<file path="src/rtl/irq_code_pkg.sv">
// Package: register map, field layout and codes of the interrupt code block
package irq_code_pkg;
    localparam int unsigned FIFO_COUNT = 32;
    localparam int unsigned CODE_W = 7;
    localparam int unsigned FILT_W = 5;
    localparam int unsigned ADDR_W = 4;
    // Register word offsets (byte addresses)
    localparam logic [ADDR_W-1:0] OFF_CODE = 4'h0;
    localparam logic [ADDR_W-1:0] OFF_STATUS = 4'h4;
    localparam logic [ADDR_W-1:0] OFF_MASK = 4'h8;
    // Field positions in the code register
    localparam int unsigned CODE_LSB = 0;
    localparam int unsigned FILT_LSB = 8;
    // Source codes
    localparam logic [CODE_W-1:0] CODE_NONE = 7'h40;
    localparam logic [CODE_W-1:0] CODE_BUS_ERR = 7'h41;
    localparam logic [CODE_W-1:0] CODE_WAKEUP = 7'h42;
    localparam logic [CODE_W-1:0] CODE_RX_OVF = 7'h43;
    localparam logic [CODE_W-1:0] CODE_ADDR_ERR = 7'h44;
    localparam logic [CODE_W-1:0] CODE_BW_ERR = 7'h45;
    localparam logic [CODE_W-1:0] CODE_TIMER = 7'h46;
    localparam logic [CODE_W-1:0] CODE_MODE = 7'h47;
    localparam logic [CODE_W-1:0] CODE_INVALID = 7'h48;
    localparam logic [FILT_W-1:0] FILT_RESET = 5'h00;
    // Interrupt status bits: code changed, filter hit updated
    localparam int unsigned EVT_W = 2;
    localparam int unsigned EVT_CODE = 0;
    localparam int unsigned EVT_FILT = 1;
    localparam logic [EVT_W-1:0] MASK_RESET = 2'h0;

    // Module-level event flags
    typedef struct packed {
        logic invalid_message_flag;
        logic mode_change_flag;
        logic timestamp_timer_flag;
        logic bw_error_flag;
        logic addr_error_flag;
        logic rx_overflow_flag;
        logic wakeup_flag;
        logic bus_error_flag;
    } module_flags_t;

    // Register bus request
    typedef struct packed {
        logic [ADDR_W-1:0] addr;
        logic [31:0] wdata;
        logic wr;
        logic rd;
    } reg_req_t;
endpackage

</file>
<file path="src/rtl/irq_priority_encoder.sv">
// Fixed-priority encoder from enabled pending sources to a source code
`timescale 1ns/1ns
module irq_priority_encoder
    import irq_code_pkg::*;
#(
    parameter int unsigned FIFOS = FIFO_COUNT
) (
    input wire logic [FIFOS-1:0] fifo_active,
    input wire module_flags_t mod_active,
    output logic [CODE_W-1:0] source_code
);
    always_comb begin
        source_code = CODE_NONE;
        if (mod_active.invalid_message_flag) begin
            source_code = CODE_INVALID;
        end
        if (mod_active.mode_change_flag) begin
            source_code = CODE_MODE;
        end
        if (mod_active.timestamp_timer_flag) begin
            source_code = CODE_TIMER;
        end
        if (mod_active.bw_error_flag) begin
            source_code = CODE_BW_ERR;
        end
        if (mod_active.addr_error_flag) begin
            source_code = CODE_ADDR_ERR;
        end
        if (mod_active.rx_overflow_flag) begin
            source_code = CODE_RX_OVF;
        end
        if (mod_active.wakeup_flag) begin
            source_code = CODE_WAKEUP;
        end
        if (mod_active.bus_error_flag) begin
            source_code = CODE_BUS_ERR;
        end
        for (int i = FIFOS - 1; i >= 0; i--) begin
            if (fifo_active[i]) begin
                source_code = CODE_W'(i);
            end
        end
    end
endmodule

</file>
<file path="src/rtl/can_interrupt_code_encoder.sv">
// Interrupt code register: reported source and matched filter
`timescale 1ns/1ns

module can_interrupt_code_encoder
    import irq_code_pkg::*;
#(
    parameter int unsigned FIFOS = FIFO_COUNT
) (
    input wire logic sys_clk,
    input wire logic rst_n,
    input wire reg_req_t reg_req,
    output logic [31:0] reg_rdata,
    input wire logic [FIFOS-1:0] fifo_pending_status,
    input wire logic [FIFOS-1:0] fifo_irq_enable,
    input wire module_flags_t mod_flags,
    input wire module_flags_t mod_enable,
    input wire logic filter_hit_valid,
    input wire logic [FILT_W-1:0] filter_hit_index,
    output logic [CODE_W-1:0] interrupt_source_code,
    output logic [FILT_W-1:0] matched_filter_index,
    output logic irq
);
    logic [FIFOS-1:0] fifo_active;
    module_flags_t mod_active;
    logic [CODE_W-1:0] enc_code;
    logic [CODE_W-1:0] code_r;
    logic [CODE_W-1:0] code_nxt;
    logic [FILT_W-1:0] filt_r;
    logic [FILT_W-1:0] filt_nxt;
    logic [EVT_W-1:0] status_r;
    logic [EVT_W-1:0] status_nxt;
    logic [EVT_W-1:0] mask_r;
    logic [EVT_W-1:0] mask_nxt;
    logic [31:0] rdata_r;
    logic [31:0] rdata_nxt;
    logic irq_r;
    logic irq_nxt;
    logic [EVT_W-1:0] events;

    // Gate each flag with its enable
    assign fifo_active = fifo_pending_status & fifo_irq_enable;
    assign mod_active = mod_flags & mod_enable;

    irq_priority_encoder #(
        .FIFOS(FIFOS)
    ) u_enc (
        .fifo_active(fifo_active),
        .mod_active(mod_active),
        .source_code(enc_code)
    );

    function automatic logic [31:0] code_word(
        input logic [CODE_W-1:0] c,
        input logic [FILT_W-1:0] f
    );
        logic [31:0] w;
        w = 32'h0000_0000;
        w[CODE_LSB +: CODE_W] = c;
        w[FILT_LSB +: FILT_W] = f;
        return w;
    endfunction

    always_comb begin
        // Encoder only yields 0x00-0x1F or 0x40-0x48
        code_nxt = enc_code;
        filt_nxt = filt_r;
        if (filter_hit_valid) begin
            filt_nxt = filter_hit_index;
        end
        events = '0;
        events[EVT_CODE] = (code_nxt != code_r);
        events[EVT_FILT] = filter_hit_valid;
        mask_nxt = mask_r;
        status_nxt = status_r;
        rdata_nxt = 32'h0000_0000;
        if (reg_req.rd) begin
            case (reg_req.addr)
                OFF_CODE: rdata_nxt = code_word(code_r, filt_r);
                OFF_STATUS: begin
                    rdata_nxt[EVT_W-1:0] = status_r;
                    status_nxt = '0;
                end
                OFF_MASK: rdata_nxt[EVT_W-1:0] = mask_r;
                default: rdata_nxt = 32'h0000_0000;
            endcase
        end
        // Set wins over read-clear
        status_nxt = status_nxt | events;
        if (reg_req.wr && reg_req.addr == OFF_MASK) begin
            mask_nxt = reg_req.wdata[EVT_W-1:0];
        end
        irq_nxt = |(status_nxt & mask_nxt);
    end

    always_ff @(posedge sys_clk) begin
        if (!rst_n) begin
            code_r <= CODE_NONE;
            filt_r <= FILT_RESET;
            status_r <= '0;
            mask_r <= MASK_RESET;
            rdata_r <= 32'h0000_0000;
            irq_r <= 1'b0;
        end else begin
            code_r <= code_nxt;
            filt_r <= filt_nxt;
            status_r <= status_nxt;
            mask_r <= mask_nxt;
            rdata_r <= rdata_nxt;
            irq_r <= irq_nxt;
        end
    end

    assign reg_rdata = rdata_r;
    assign interrupt_source_code = code_r;
    assign matched_filter_index = filt_r;
    assign irq = irq_r;
endmodule

</file>
<file path="config.mk">
export PLATFORM = sky130hd
export DESIGN_NAME = can_interrupt_code_encoder
export DESIGN_NICKNAME = d
export VERILOG_FILES = /design/src/rtl/irq_code_pkg.sv /design/src/rtl/irq_priority_encoder.sv /design/src/rtl/can_interrupt_code_encoder.sv
export SDC_FILE = /design/constraint.sdc
export NUM_CORES = 1
export LEC_CHECK = 0
export CORE_UTILIZATION = 40
export CTS_CLUSTER_DIAMETER = 200
export DETAILED_ROUTE_END_ITERATION = 10
export DONT_BUFFER_PORTS = 1
export SYNTH_ARGS = -nofsm -noshare
export SYNTH_HDL_FRONTEND = slang
export SYNTH_SLANG_ARGS = --single-unit
</file>
<file path="constraint.sdc">
create_clock -name sys_clk -period 2.68 [get_ports sys_clk]
set_input_delay 0.536 -clock sys_clk [delete_from_list [all_inputs] [get_ports sys_clk]]
set_output_delay 0.536 -clock sys_clk [all_outputs]
set_load 0.005 [all_outputs]
</file>
==> results.md, run 1 <==
## Status
* result of the run: finished, violations left
* violations in the final reports: design-rule violations

## Setup path
* type of the setup path with the least slack: in2reg
* endpoint class of the critical path: flop
* Buf+Inv Stages, Crit Path: 0
* register-to-register path setup slack: 1.21 ns
* maximum single-stage delay on the critical path: 0.33 ns
* Worst Setup Start Kind: primary input
* largest fanout on the critical path: 4
* family of cells with the greatest summed delay on the critical path: compound AO/OA/AOI/OAI gates
* Worst R2R Path Depth: 5
* Worst EP arrival: 2.09 ns
* crit path cell chain: a22oi_1 > nand4_1 > o21ba_1 > o311ai_4 > xnor2_1 > nor4_2 > a21oi_1
* standard cell with the maximum stage delay on the critical path: sky130_fd_sc_hd__nor4_2
* endpoint of the lowest-slack register-to-register path: status_r[0]
* Worst Path Required: 2.82 ns
* Critical R2R Launch: interrupt_source_code[2]

## Cells and area
* Layout Nets: 356
* n_diodes: 0
* filler-free cell count of the finished design: 281
* area growth from synthesis to layout: 0.4576%
* fraction of final layout cells sized beyond drive strength 1: 4.803%
* utilization of the core after routing: 42.95%

## Clock tree
* CTS sink cnt: 27
* clock latency on the worst-skew pair: 0.26 ns
* hold bufs inserted after CTS: 0
* clock tree root driver cell: sky130_fd_sc_hd__clkbuf_8
* number of buffers inserted during clock tree synthesis: 3
* count of H-tree levels built during CTS: 1
* TritonCTS clock tree: yes
* count of instances resized after the clock tree is built: 0
* Setup Fix Bufs, Post-CTS: 0
* Max clock buf depth: 2
* CTS clk-pin slew, worst paths: 0.09 ns

## Timing
* number of endpoints failing setup at the final stage: 0
* final worst slack: 0.7207 ns
* setup TNS: 0 ns
* count of endpoints failing hold in the final timing report: 0
* setup skew after layout: 0.005249 ns
* portion of the clock cycle consumed by the worst path in the final layout: 73.11%
* RSZ-0062 raised after global routing: no
* Pins Over Slew Limit: 0
* Final Critical Period: 1.959 ns
* worst-case headroom to the max-slew limit: 46.87%
* timing-limited maximum frequency: 0.5104 GHz
* transition time at the pin with the least slew margin: 0.7909 ns

## Floorplanning
* I/O pin count: 171
* starting density of the core: 42.76%
* CORE AREA: 0.004474 mm2
* Die Height: 71.16 um
* # rows: 24
* Die Outline Area: 0.005063 mm2
* Die Width: 71.16 um

## Min path
* class of the tightest hold or removal check: in2reg
* Hold Crit Depth: 1
* destination of the worst hold path: interrupt_source_code[6]
* Min-Delay Startpoint: rst_n

## Logic synthesis
* register area share after synthesis: 28.25%
* synthesized area per cell: 8.391 um2
* leading area contributor after synthesis: sky130_fd_sc_hd__dfxtp_1
* Top FF cell, synth: sky130_fd_sc_hd__dfxtp_1
* Yosys warning count: 0
* main area contributors after synthesis: sky130_fd_sc_hd__dfxtp_1 28%, sky130_fd_sc_hd__buf_4 8.6%, sky130_fd_sc_hd__a22oi_1 5.9%, sky130_fd_sc_hd__mux2i_1 5.8%, sky130_fd_sc_hd__nand2_1 5.5%
* proportion of netlist area held by the largest area contributor: 28.25%
* EDFF count, synth: 0
* synthesized instance count: 228
* Cell Area, Synth: 0.001913 mm2
* post-synthesis register bit count: 27
* library cells used by synthesis: 51
* async set-reset flop share out of synthesis: 0%

## Routing
* Post-DRT Antenna Nets: 0
* via count: 1,664
* detailed-route DRC error count: 6
* number of search-and-repair iterations in the first detailed-routing pass: 7
* via/cell ratio: 5.922
* drt wl/cell: 15.54 um
* sum of routed wire length over all layers: 4368 um
* initial DRC count: 72

## GRT
* remaining global-route overflow: 0
* global-route wire length before repair: 6996 um
* pin count of the biggest net entering global routing: 15
* number of global-route vias before repair: 1,585
* antenna violations before repair: 0
* overall track demand over capacity in global routing: 17.06%

## Power
* Leak Pwr: 0.0007937 uW
* Pwr Density: 427.2 mW/mm2
* worst vdd rail ir drop: 0.1926 mV

## Place
* final weighted congestion in routability-driven placement: 0.7900
* instance count after placement with tap cells included: 277
* detailed placer's ending HPWL: 3762 um
* DP Worst Slack: 0.4494 ns
* port bufs: 0

## Flow run
* count of max-cap constraint violations: 0

[kinds of logic (layout without fill, tap and decap cells)]
family / Yosys count / in the layout / share of synthesized area (%)
buf+inv: 25 / 5 / 9.614
compound gates: 71 / 71 / 31.07
xor+xnor: 1 / 1 / 0.4579
flops: 27 / 27 / 28.25
other cells: 1 / 22 / 0.1960
simple gates: 92 / 92 / 24.66
mux: 11 / 11 / 5.756
[area by class of cell]
type / count / area, um2
Fill cell: 465 / 2552
Multi-Input combinational cell: 197 / 1267
Sequential cell: 27 / 540.5
Tap cell: 52 / 65.06
Clock buffer: 4 / 45.04
Inverter: 1 / 3.754
[registers in the layout, indices dropped and copies added (netlist names)]
signal / cells
interrupt_source_code: 6
irq: 1
mask_r: 2
matched_filter_index: 5
reg_rdata: 11
status_r: 2
[per-layer routing]
| metal | global-route usage [%] | vias up | wire length [um] |
|---|---|---|---|
| li1 | - | 837 | - |
| met1 | 21.64 | 744 | 1902 |
| met2 | 30.37 | 81 | 2124 |
| met3 | 2.422 | 2 | 325 |
| met4 | 4.000 | 0 | 15 |
| met5 | 0 | - | 0 |
[Yosys cell counts, drive strengths merged, types with 4 or more instances]
| cell | instances |
|---|---|
| nor3 | 4 |
| a32o | 7 |
| a22oi | 17 |
| buf | 23 |
| nor2 | 18 |
| a21oi | 7 |
| and2 | 14 |
| o21ai | 6 |
| nand4 | 4 |
| nand2 | 28 |
| a22o | 7 |
| dfxtp | 27 |
| nand3 | 8 |
| mux2i | 11 |
[through the flow]
stage / hold WS, ns / cell area, um2 / power (uW)
2_1_floorplan: 0.4542 / 1992 / 607.0
3_3_place_gp: 0.4875 / 1877 / 612.3
3_5_place_dp: 0.4903 / 1877 / 613.6
4_1_cts: 0.3354 / 1922 / 833.6
5_1_grt: 0.3356 / 1922 / 880.9
6_report: 0.3418 / 1922 / 821.0
[worst max path at each step]
stage / start / to / slack, ns / cells after the start
after floorplan: fifo_pending_status[24] / irq / 0.62 / 7
after global placement: fifo_pending_status[20] / irq / 0.43 / 7
after detailed placement: fifo_pending_status[20] / status_r[0] / 0.45 / 7
after CTS: fifo_pending_status[20] / status_r[0] / 0.73 / 7
after global routing: fifo_pending_status[20] / status_r[0] / 0.54 / 7
final: fifo_pending_status[20] / status_r[0] / 0.72 / 7
[where the power goes]
| part | switching (uW) | internal, uW |
|---|---|---|
| Clock | 112 | 106 |
| Combinational | 93.3 | 81.8 |
| Sequential | 14.3 | 414 |
[cells in the final DEF, fill, tap and decap left out, types with 3 or more instances in the layout]
| cell type | n |
|---|---|
| sky130_fd_sc_hd__a22o_1 | 7 |
| sky130_fd_sc_hd__nand3_1 | 8 |
| sky130_fd_sc_hd__nor2b_1 | 3 |
| sky130_fd_sc_hd__nand4_1 | 4 |
| sky130_fd_sc_hd__dfxtp_1 | 27 |
| sky130_fd_sc_hd__nor3_1 | 4 |
| sky130_fd_sc_hd__conb_1 | 22 |
| sky130_fd_sc_hd__mux2i_1 | 11 |
| sky130_fd_sc_hd__o21ai_0 | 6 |
| sky130_fd_sc_hd__a22oi_1 | 15 |
| sky130_fd_sc_hd__nand2_1 | 28 |
| sky130_fd_sc_hd__a32o_1 | 7 |
| sky130_fd_sc_hd__nor2_1 | 18 |
| sky130_fd_sc_hd__and2_1 | 12 |
| sky130_fd_sc_hd__a21oi_1 | 7 |
| sky130_fd_sc_hd__and4b_1 | 3 |
| sky130_fd_sc_hd__clkbuf_8 | 3 |
No activity file was read; power rests on OpenSTA's default activity.
==> run 2: changes to the inputs <==
- ABC_AREA: not set -> 1
- clock period: 2.68 -> 1.9 ns (I/O delays scaled with it)
==> run 2 against run 1 <==
The flow finishes with violations (negative setup slack). Worst hold slack got worse by 0.16 ns. Final area increased by 5.3%. Synthesized area decreased by 8.9%. Non-clock buffer count increased by 32. Total power increased by 44%. Combinational power increased by 53%. Critical path type unchanged.
==> results.md, run 2 <==
## Logic synthesis
* Yosys warning count: 0
* proportion of netlist area held by the largest area contributor: 31.01%
* synthesized area per cell: 6.247 um2
* async set-reset flop share out of synthesis: 0%
* register area share after synthesis: 31.01%
* share of synthesized cell area in full adder, half adder and majority cells: 0%
* main combinational cell family by area after synthesis: simple AND/OR/NAND/NOR gates
* simple logic cell fraction of the synthesized area: 43.93%
* main area contributors after synthesis: sky130_fd_sc_hd__dfxtp_1 31%, sky130_fd_sc_hd__nand2_1 23%, sky130_fd_sc_hd__buf_4 9.5%, sky130_fd_sc_hd__nand2_2 7.5%, sky130_fd_sc_hd__nor2_1 7.5%
* library cells used by synthesis: 28
* leading area contributor after synthesis: sky130_fd_sc_hd__dfxtp_1
* dominant cell by count in the synthesized netlist: sky130_fd_sc_hd__nand2_1
* mux contribution to synthesized area: 0.5743%
* post-synthesis register bit count: 27
* share of the synthesized netlist area taken by xor and xnor gates: 1.005%
* Cell Area, Synth: 0.001743 mm2
* synthesized instance count: 279
* fraction of the mapped netlist area in compound gates: 8.973%
* EDFF count, synth: 0
* most numerous cell types in the synthesized netlist: 108 x sky130_fd_sc_hd__nand2_1, 35 x sky130_fd_sc_hd__nor2_1, 27 x sky130_fd_sc_hd__dfxtp_1, 22 x sky130_fd_sc_hd__buf_4, 21 x sky130_fd_sc_hd__nand2_2
* Top FF cell, synth: sky130_fd_sc_hd__dfxtp_1

## Setup path
* Worst Path Required: 2.06 ns
* Worst Setup Start Kind: primary input
* largest fanout on the critical path: 2
* maximum single-stage delay on the critical path: 0.07 ns
* type of the setup path with the least slack: in2reg
* endpoint class of the critical path: flop
* Worst EP arrival: 2.38 ns
* most common cell type on the critical path: sky130_fd_sc_hd__nand2_1
* worst setup path startpoint: mod_flags[6]
* Critical R2R Launch: interrupt_source_code[2]
* standard cell with the maximum stage delay on the critical path: sky130_fd_sc_hd__nand2_2

## Cells and area
* area growth from synthesis to layout: 16.15%
* Layout Nets: 440
* leading cell types in the layout, fill and taps excluded: 107 x sky130_fd_sc_hd__nand2_1, 35 x sky130_fd_sc_hd__nor2_1, 32 x sky130_fd_sc_hd__buf_4, 27 x sky130_fd_sc_hd__dfxtp_1, 22 x sky130_fd_sc_hd__conb_1
* fraction of final layout cells sized beyond drive strength 1: 21.09%
* max FFs per register: 11
* most common cell after layout, fill and taps aside: sky130_fd_sc_hd__nand2_1
* Design Area, Final: 0.002024 mm2
* Filler Cell Count: 457
* n_diodes: 0

## Floorplanning
* # rows: 23
* CORE AREA: 0.004086 mm2
* Die Height: 68.01 um
* I/O pin count: 171
* Die Width: 68.01 um
* starting density of the core: 42.65%
* Die Outline Area: 0.004625 mm2

## Routing
* Post-DRT Antenna Nets: 0
* sum of routed wire length over all layers: 3314 um
* via/cell ratio: 4.570
* via count: 1,659
* drt wl/cell: 9.129 um
* number of search-and-repair iterations in the first detailed-routing pass: 4
* initial DRC count: 23
* detailed-route DRC error count: 0

## Power
* Pwr Density: 583.5 mW/mm2
* Leak Pwr: 0.001073 uW
* worst vdd rail ir drop: 0.3358 mV

## Clock tree
* number of buffers inserted during clock tree synthesis: 3
* clock latency on the worst-skew pair: 0.26 ns
* TritonCTS clock tree: yes
* Max clock buf depth: 2
* clock tree root driver cell: sky130_fd_sc_hd__clkbuf_8
* CTS sink cnt: 27
* count of H-tree levels built during CTS: 1
* CTS clk-pin slew, worst paths: 0.09 ns
* hold bufs inserted after CTS: 0

## GRT
* global-route wire length before repair: 5078 um
* number of global-route vias before repair: 1,375
* remaining global-route overflow: 0
* antenna violations before repair: 0
* overall track demand over capacity in global routing: 14.01%
* pin count of the biggest net entering global routing: 17

## Place
* cell area reported after detailed placement: 0.001956 mm2
* port bufs: 0
* detailed placer's ending HPWL: 2949 um
* final weighted congestion in routability-driven placement: 0.7417
* DP Worst Slack: -0.6448 ns

## Timing
* count of endpoints failing hold in the final timing report: 0
* timing-limited maximum frequency: 0.4506 GHz
* RSZ-0062 raised after global routing: yes
* number of endpoints failing setup at the final stage: 3
* portion of the clock cycle consumed by the worst path in the final layout: 116.8%
* final worst slack: -0.3195 ns
* setup skew after layout: 0.004547 ns
* Final Critical Period: 2.219 ns
* Pins Over Slew Limit: 0
* setup TNS: -0.8646 ns

## Flow run
* count of max-cap constraint violations: 0

## Status
* result of the run: finished, violations left
* violations in the final reports: negative setup slack

## Min path
* class of the tightest hold or removal check: in2reg
* Min-Delay Startpoint: rst_n

-- run 2: what timing repair did --
item / in CTS / in global routing
pin swaps: 5 / 2
buffers inserted: 1 / 1
endpoints found under the setup margin: 3 / 4
resized for setup: 0 / 1
-- run 2: layout make-up --
type / instances / area, um2 / area share [%]
well taps: 50 / 62.56 / 3.090
inverters: 21 / 78.83 / 3.894
flip-flops and latches: 27 / 540.5 / 26.70
clock buffers: 3 / 41.29 / 2.040
clock inverters: 1 / 7.507 / 0.3708
multi-input cells: 229 / 1054 / 52.04
repair buffers: 32 / 240.2 / 11.87
-- run 2: cell families (layout without fill, tap and decap cells) --
group                  count (synthesis)  count (layout)
AND/OR/NAND/NOR                      178             178
buffers and inverters                 44              57
flip-flops                            27              27
AO/OA/AOI/OAI                         26              26
XOR/XNOR                               2               2
other                                  1              22
multiplexers                           1               1
-- run 2: final timing paths --
path	depth (start not counted)	end	slack, ns
setup / recovery	43	irq	-0.32
hold / removal	1	interrupt_source_code[6]	0.18
hold reg to reg	2	reg_rdata[12]	0.47
setup reg to reg	8	irq	0.32
-- run 2: critical path, delay by kind of cell --
kind / cells / cell delay, ns
AND/OR/NAND/NOR: 42 / 1.95
buffers and inverters: 1 / 0.03
-- run 2: metal layers --
layer	up-vias	wire, um	GRT usage (%)
li1	888	-	-
met1	682	1369	16.15
met2	83	1565	25.98
met3	6	320	2.833
met4	0	58	3.385
met5	-	0	0
-- run 2: metrics by stage --
step	utilization, %	cells	total power (uW)	hold WS [ns]
after floorplan	-	300	830.6	0.4466
after global placement	47.86	357	877.1	0.4519
after detailed placement	47.86	357	881.2	0.4557
after CTS	49.23	362	1191	0.1810
after global routing	49.54	363	1271	0.1813
final	49.54	363	1181	0.1829
-- run 2: where the power goes --
group,internal (uW),switching [uW],total (uW)
Clock,148,163,311
Sequential,585,16.5,602
Combinational,129,139,268
Total,862,319,1180
